`config.mk`:
```
export PLATFORM = sky130hd
export DESIGN_NAME = tx_phase_fifo_byte_serializer
export DESIGN_NICKNAME = d
export VERILOG_FILES = /design/src/tx_fifo_pkg.sv /design/src/byte_splitter.sv /design/src/tx_phase_fifo_byte_serializer.sv
export VERILOG_INCLUDE_DIRS = /design/src
export SDC_FILE = /design/constraint.sdc
export NUM_CORES = 1
export LEC_CHECK = 0
export BUFFER_PORTS_ARGS = -buffer_cell sky130_fd_sc_hd__buf_4
export CAP_MARGIN = 20
export CORE_MARGIN = 1.5
export CORE_UTILIZATION = 25
export DETAILED_ROUTE_END_ITERATION = 12
export PLACE_DENSITY = 0.41
export SLEW_MARGIN = 20
export SYNTH_ARGS = -nofsm -noshare
export SYNTH_HDL_FRONTEND = slang
export SYNTH_HIERARCHICAL = 1
export SYNTH_SLANG_ARGS = --single-unit
```
`constraint.sdc`:
```
create_clock -name clk -period 2.6 [get_ports clk]
set_input_delay 0.26 -clock clk [delete_from_list [all_inputs] [get_ports clk]]
set_output_delay 0.26 -clock clk [all_outputs]
set_load 0.01 [all_outputs]
```
`src/tx_fifo_params.svh`:
```
/*
  Timing, depth and reset constants for the transmit phase FIFO and byte serializer.
  Assumes inclusion by the package, the design modules of this block and the bench only.
*/
`ifndef TX_FIFO_PARAMS_SVH
`define TX_FIFO_PARAMS_SVH

// ----------------------------------------------------------------
// Clock, depth, pointer and count widths, and latency figures
// ----------------------------------------------------------------
`define TX_CLK_PERIOD_NS  20
`define TX_FIFO_DEPTH     4
`define TX_FIFO_PTR_W     2
`define TX_FIFO_CNT_W     3
`define TX_LAT_MIN_CYC    2
`define TX_LAT_MAX_CYC    3
`define TX_REG_LAT_CYC    1

// ----------------------------------------------------------------
// Word width and width select codes
// ----------------------------------------------------------------
`define TX_WORD_W         20
`define TX_WSEL_8         2'h0
`define TX_WSEL_10        2'h1
`define TX_WSEL_16        2'h2
`define TX_WSEL_20        2'h3

// ----------------------------------------------------------------
// Reset values
// ----------------------------------------------------------------
`define TX_RST_DATA       20'h00000
`define TX_RST_CNT        3'h0
`define TX_RST_PTR        2'h0

`endif

```
`src/tx_fifo_pkg.sv`:
```
/*
  Types shared by the transmit phase FIFO and the byte serializer.
  Assumes tx_fifo_params.svh is on the include path.
*/
`include "tx_fifo_params.svh"

package tx_fifo_pkg;
  // FIFO operating mode
  typedef enum logic {
    MODE_FIFO,
    MODE_REG
  } fifo_mode_t;

  // Serializer half being sent
  typedef enum logic {
    HALF_LOW,
    HALF_HIGH
  } ser_half_t;

  // Parallel word carrier
  typedef logic [`TX_WORD_W-1:0] word_t;
endpackage

```
`src/byte_splitter.sv`:
```
/*
  Byte serializer: sends each word as two half-width words, low half first,
  or passes words through whole when bypassed.
  Assumes one clock, a clock enable freezing all state, synchronous reset.
*/
`timescale 1ns/1ps
`include "tx_fifo_params.svh"

module byte_splitter
  import tx_fifo_pkg::*;
(
  // Clock, reset, enable
  input  wire logic       clk,
  input  wire logic       srst,
  input  wire logic       ce,
  // Configuration
  input  wire logic       ser_en,
  input  wire logic [1:0] width_sel,
  // Word in
  input  wire logic       in_valid,
  input  wire word_t      in_data,
  output logic            in_ready,
  // Word out
  output logic            out_valid,
  output word_t           out_data
);

  // ----------------------------------------------------------------
  // State
  // ----------------------------------------------------------------
  ser_half_t half;        // Which half goes next
  word_t     upper;       // Held upper half
  word_t     lo_part;     // Low half of the incoming word
  word_t     hi_part;     // High half of the incoming word

  // Accept a new word unless the upper half is still pending
  assign in_ready = (half == HALF_LOW);

  // Split by configured width, halves right aligned
  always_comb begin
    lo_part = `TX_RST_DATA;
    hi_part = `TX_RST_DATA;
    case (width_sel)
      `TX_WSEL_8: begin
        lo_part[3:0] = in_data[3:0];
        hi_part[3:0] = in_data[7:4];
      end
      `TX_WSEL_10: begin
        lo_part[4:0] = in_data[4:0];
        hi_part[4:0] = in_data[9:5];
      end
      `TX_WSEL_16: begin
        lo_part[7:0] = in_data[7:0];
        hi_part[7:0] = in_data[15:8];
      end
      default: begin
        lo_part[9:0] = in_data[9:0];
        hi_part[9:0] = in_data[19:10];
      end
    endcase
  end

  // Half sequencing and output register
  always_ff @(posedge clk) begin
    if (srst) begin
      half      <= HALF_LOW;
      upper     <= `TX_RST_DATA;
      out_valid <= 1'b0;
      out_data  <= `TX_RST_DATA;
    end else if (ce) begin
      case (half)
        HALF_LOW: begin
          out_valid <= in_valid;
          if (in_valid && ser_en) begin
            out_data <= lo_part;
            upper    <= hi_part;
            half     <= HALF_HIGH;
          end else if (in_valid) begin
            out_data <= in_data;
          end
        end
        default: begin
          out_valid <= 1'b1;
          out_data  <= upper;
          half      <= HALF_LOW;
        end
      endcase
    end
  end
endmodule

```
`src/tx_phase_fifo_byte_serializer.sv`:
```
/*
  Transmit channel front end: four-word phase compensation FIFO or single
  register stage, followed by the optional byte serializer.
  Assumes fabric and parallel sides share clk here; words written by fabric
  logic on in_valid, a clock enable that freezes all state, though register mode clears the FIFO pointers and counts even while it is low, synchronous reset.
*/
`timescale 1ns/1ps
`include "tx_fifo_params.svh"

module tx_phase_fifo_byte_serializer
  import tx_fifo_pkg::*;
(
  // Clock, reset, enable
  input  wire logic       clk,
  input  wire logic       srst,
  input  wire logic       ce,
  // Configuration straps
  input  wire logic       det_mode,
  input  wire logic       ser_en,
  input  wire logic [1:0] width_sel,
  // Fabric or hard block write side
  input  wire logic       in_valid,
  input  wire word_t      in_data,
  // Parallel side toward the encoder
  output logic            tx_valid,
  output word_t           tx_data,
  // Status
  output logic            overflow,
  output logic            underflow
);

  // ----------------------------------------------------------------
  // Declarations
  // ----------------------------------------------------------------
  fifo_mode_t                mode;       // Active mode
  word_t                     mem [`TX_FIFO_DEPTH];  // FIFO storage
  logic [`TX_FIFO_PTR_W-1:0] wr_ptr;     // Write index
  logic [`TX_FIFO_PTR_W-1:0] rd_ptr;     // Read index
  logic [`TX_FIFO_CNT_W-1:0] count;      // Words held
  logic [`TX_FIFO_CNT_W-1:0] count_seen; // Count as seen by read side
  logic                      full;       // No room
  logic                      wr_fire;    // Word stored
  logic                      rd_fire;    // Word taken
  logic                      stage_valid;// Word offered to serializer
  word_t                     stage_data; // That word
  logic                      ser_ready;  // Serializer can take a word
  logic                      started;    // Stream has begun
  logic                      ser_valid;  // Serializer output valid
  word_t                     ser_data;   // Serializer output word

  // Mode follows the strap
  assign mode = det_mode ? MODE_REG : MODE_FIFO;

  // ----------------------------------------------------------------
  // FIFO control
  // ----------------------------------------------------------------
  assign full    = (count == `TX_FIFO_CNT_W'(`TX_FIFO_DEPTH));
  assign wr_fire = (mode == MODE_FIFO) && in_valid && (!full || rd_fire);
  // Read only what the read side has seen for a cycle and still exists;
  // the stage must be empty or handing its word on at this same edge
  assign rd_fire = (mode == MODE_FIFO) && !(stage_valid && !ser_ready)
                   && (count_seen != `TX_RST_CNT) && (count != `TX_RST_CNT);

  // Storage, one entry per write
  always_ff @(posedge clk) begin
    if (srst) begin
      for (int i = 0; i < `TX_FIFO_DEPTH; i++) begin
        mem[i] <= `TX_RST_DATA;
      end
    end else if (ce && wr_fire) begin
      mem[wr_ptr] <= in_data;
    end
  end

  // Pointers advance in order
  always_ff @(posedge clk) begin
    if (srst || mode == MODE_REG) begin
      wr_ptr <= `TX_RST_PTR;
      rd_ptr <= `TX_RST_PTR;
    end else if (ce) begin
      if (wr_fire) begin
        wr_ptr <= wr_ptr + 1'b1;
      end
      if (rd_fire) begin
        rd_ptr <= rd_ptr + 1'b1;
      end
    end
  end

  // Occupancy, and its one-cycle-late copy that sets the latency floor
  always_ff @(posedge clk) begin
    if (srst || mode == MODE_REG) begin
      count      <= `TX_RST_CNT;
      count_seen <= `TX_RST_CNT;
    end else if (ce) begin
      count      <= count + `TX_FIFO_CNT_W'(wr_fire) - `TX_FIFO_CNT_W'(rd_fire);
      count_seen <= count;
    end
  end

  // ----------------------------------------------------------------
  // Stage register feeding the serializer
  // ----------------------------------------------------------------
  always_ff @(posedge clk) begin
    if (srst) begin
      stage_valid <= 1'b0;
      stage_data  <= `TX_RST_DATA;
    end else if (ce) begin
      if (mode == MODE_REG) begin
        stage_valid <= in_valid;
        stage_data  <= in_data;
      end else if (rd_fire) begin
        stage_valid <= 1'b1;
        stage_data  <= mem[rd_ptr];
      end else if (ser_ready) begin
        stage_valid <= 1'b0;
      end
    end
  end

  // ----------------------------------------------------------------
  // Byte serializer
  // ----------------------------------------------------------------
  byte_splitter u_split (
    .clk       (clk),
    .srst      (srst),
    .ce        (ce),
    .ser_en    (ser_en),
    .width_sel (width_sel),
    .in_valid  (stage_valid),
    .in_data   (stage_data),
    .in_ready  (ser_ready),
    .out_valid (ser_valid),
    .out_data  (ser_data)
  );

  // Output register toward the encoder
  always_ff @(posedge clk) begin
    if (srst) begin
      tx_valid <= 1'b0;
      tx_data  <= `TX_RST_DATA;
    end else if (ce) begin
      tx_valid <= ser_valid;
      tx_data  <= ser_data;
    end
  end

  // ----------------------------------------------------------------
  // Status flags, sticky until reset
  // ----------------------------------------------------------------
  always_ff @(posedge clk) begin
    if (srst) begin
      overflow  <= 1'b0;
      underflow <= 1'b0;
      started   <= 1'b0;
    end else if (ce) begin
      if (rd_fire) begin
        started <= 1'b1;
      end
      if (mode == MODE_FIFO && in_valid && !wr_fire) begin
        overflow <= 1'b1;
      end
      if (mode == MODE_FIFO && started && ser_ready && count == `TX_RST_CNT) begin
        underflow <= 1'b1;
      end
    end
  end
endmodule

```
==> results_dict.tcl <==
set metrics [dict create \
    multi_input_area_um2 2960 \
    wl_per_cell_um 16.9 \
    io_pins 51 \
    cp-end-kind "flip-flop" \
    syn_area_per_cell_um2 12.4 \
    synth-main-ff-cell "dfxtp_1" \
    cts_tree "yes" \
    required_ns 2.91 \
    detail_route.vias_per_cell 4.48 \
    regArea_um2 4180 \
    cp-startpoint "stage_valid" \
    setup_viol 0 \
    synth_area_um2 7390 \
    max-cap-violations 0 \
    rrSetupSlack_ns 0.23 \
    whs_ns 0.144 \
    synth_seq_cells 169 \
    gp_routability_congestion 0.742 \
    fin_crit_sh_pct 91.3 \
    synthCells 595 \
    slew_viol_final 0 \
    ys_async_sr_fraction_pct 0 \
    leakagePower_nw 3.37 \
    clk_pin_slew_worst_paths_ns 0.07 \
    powerDensity_nw_per_um2 656 \
    root_buffer "clkbuf_16" \
    rsz0062_at_grt "false" \
    pwr-share-seq_pct 50.3 \
    postCtsHoldBufs 0 \
    fmax_mhz 421 \
    hold_viol 0 \
    diodes 0 \
    rows 62 \
    crit_chain "nor2b_1 > buf_4 > nor4_1 > ha_1 > inv_1 > ha_1 > inv_1 > fa_1 > xor2_1 > nand2_1 > xor2_1 > nor2_1" \
    clkLatencyLatePin_ns 0.42 \
    final_util_pct 30.5 \
    dp_hpwl_mm 11.3 \
    grt_max_degree 63 \
    grt_usage_pct 12.0 \
    p_sw_mw 1.33 \
    reg2reg_depth 12 \
    switching_share_pct 23.0 \
    dieHeight_um 175 \
    area_growth_pct 19.0 \
    pwr-share-comb_pct 6.5 \
    routed_wl_mm 17.6 \
    worst_ir_drop_vdd_v 0.000333 \
    ys_seq_area_share_pct 56.6 \
    drt_iter0_markers 210 \
    cts.sinks 169 \
    routed-via-count 4644 \
    worst_path_largest_cell_delay_ns 0.37 \
    h-tree-depth 4 \
    layout_commonest_cell "dfxtp_1" \
    p_clk_share_pct 43.2 \
    final_cell_mix "dfxtp_1, nor2_1, edfxtp_1, buf_4, mux2i_1" \
    overflow 0 \
    status "complete, no violations" \
    clock_skew_ns 0.0120 \
    cp-endpoint "count[2]" \
    nets 671 \
    antenna_found_initial 0 \
    synth_cell_types 52 \
    hold_path.class "input port to flip-flop" \
    period_needed_ns 2.37 \
    synth_edf_count 80 \
    fillCellCount 2962 \
    worst_path_max_delay_cell "fa_1" \
    post_cts_buffers 0 \
    start_util_pct 25.6 \
    port_buffers 50 \
    drive_gt1_share_pct 24.8 \
    die_w_um 175 \
    dieArea_um2 30600 \
    cts_buffer_depth 2 \
    ys_warn_count 6 \
    final_area_um2 8790 \
    cp_max_fo 4 \
    worstMarginPinSlew_ns 0.716 \
    dpl_cell_area_um2 8210 \
    crit_arrival_ns 2.69 \
    first_pass_iters 4 \
    ant_nets 0 \
    cts_made_buffers 17 \
    grt_pass1_wl_mm 27.8 \
    synth_nets 626 \
    cts_resized 0 \
    intPower_mw 4.44 \
    grt_pass1_vias 4761 \
    rr_endpoint "count[2]" \
    cp-start-kind "flip-flop" \
    slew_headroom_pct 52.3 \
    rr_startpoint "stage_valid" \
    tns_ns 0 \
    route.detailed.drc 0 \
    coreArea_um2 28900 \
    critPathKind "flip-flop to flip-flop" \
]
==> layout make-up <==
type                    count  share of cell area (%)
well taps                 384                    5.46
clock inverters            15                    1.69
inverters                   5                   0.213
repair buffers             70                    6.55
multi-input cells         377                    33.7
flip-flops and latches    169                    47.6
clock buffers              17                    4.84
==> metrics by stage <==
step | setup WS (ns) | total power, mW | instances
3_5_place_dp | 0.101 | 3.34 | 1005
5_1_grt | 0.0393 | 5.99 | 1037
4_1_cts | 0.0800 | 5.86 | 1037
2_1_floorplan | 0.00909 | 3.18 | 595
6_report | 0.226 | 5.77 | 1037
3_3_place_gp | 0.180 | 3.34 | 1005
==> per-layer routing <==
layer  share of wire, %  track usage [%]  routed length [um]
met5                  0                0                   0
met4               0.85             3.42                 149
met3                2.8             2.52                 490
met2                 48             19.4                8410
met1                 48             16.1                8510
==> kinds of logic after synthesis <==
logic type      synth area share [%]
simple gates                    15.4
buf+inv                         3.52
compound gates                  5.64
fa+ha+maj                      0.610
flops                           56.6
mux                             17.8
xor+xnor                       0.356
==> worst max-delay path: cells and delay by family (launching register included) <==
kind	cells	cell delay, ns
AND/OR/NAND/NOR	4	0.60
XOR/XNOR	2	0.30
buffers and inverters	3	0.26
flip-flops	1	0.31
adder cells (fa/ha/maj)	3	0.79
==> power groups by stage <==
stage	Combinational, mW	Sequential (mW)	Clock [mW]
after floorplan	0.235	2.95	0
final	0.376	2.90	2.49
after global placement	0.377	2.96	0
after CTS	0.381	2.91	2.57
after detailed placement	0.379	2.96	0
after global routing	0.411	2.91	2.67
==> registers in the layout, indices dropped and copies added (netlist names), 2 cells and up, named ones only <==
signal	flops
u_split/out_data	20
rd_ptr	2
count	3
tx_data	20
wr_ptr	2
mem	80
stage_data	20
u_split/upper	10
count_seen	3
==> worst min path at each step <==
stage	from	end	slack, ns	cells past startpoint
after floorplan	srst	u_split/upper[1]	0.34	1
after global placement	u_split/upper[8]	u_split/upper[8]	0.45	2
after detailed placement	u_split/upper[9]	u_split/upper[9]	0.45	2
after CTS	in_data[10]	mem[2][10]	0.12	2
after global routing	in_data[15]	mem[3][15]	0.14	2
final	in_data[10]	mem[2][10]	0.14	2
==> cells in the mapped netlist, drive strengths merged, types with 3 or more instances <==
master | n | area, um^2
a211oi | 12 | 90.1
a21oi | 19 | 95.1
a22oi | 10 | 75.1
and2 | 43 | 270
and3 | 40 | 250
buf | 20 | 141
clkbuf | 24 | 100
dfxtp | 89 | 1780
edfxtp | 80 | 2400
inv | 5 | 18.8
mux2 | 24 | 274
mux2i | 49 | 490
mux4 | 24 | 548
nand2 | 14 | 52.6
nand2b | 3 | 18.8
nand3 | 10 | 50.1
nor2 | 85 | 319
nor2b | 3 | 18.8
nor3 | 7 | 51.3
nor4 | 3 | 40.0
o211ai | 3 | 22.5
o21ai | 4 | 23.8
No activity file was read; power rests on OpenSTA's default activity.
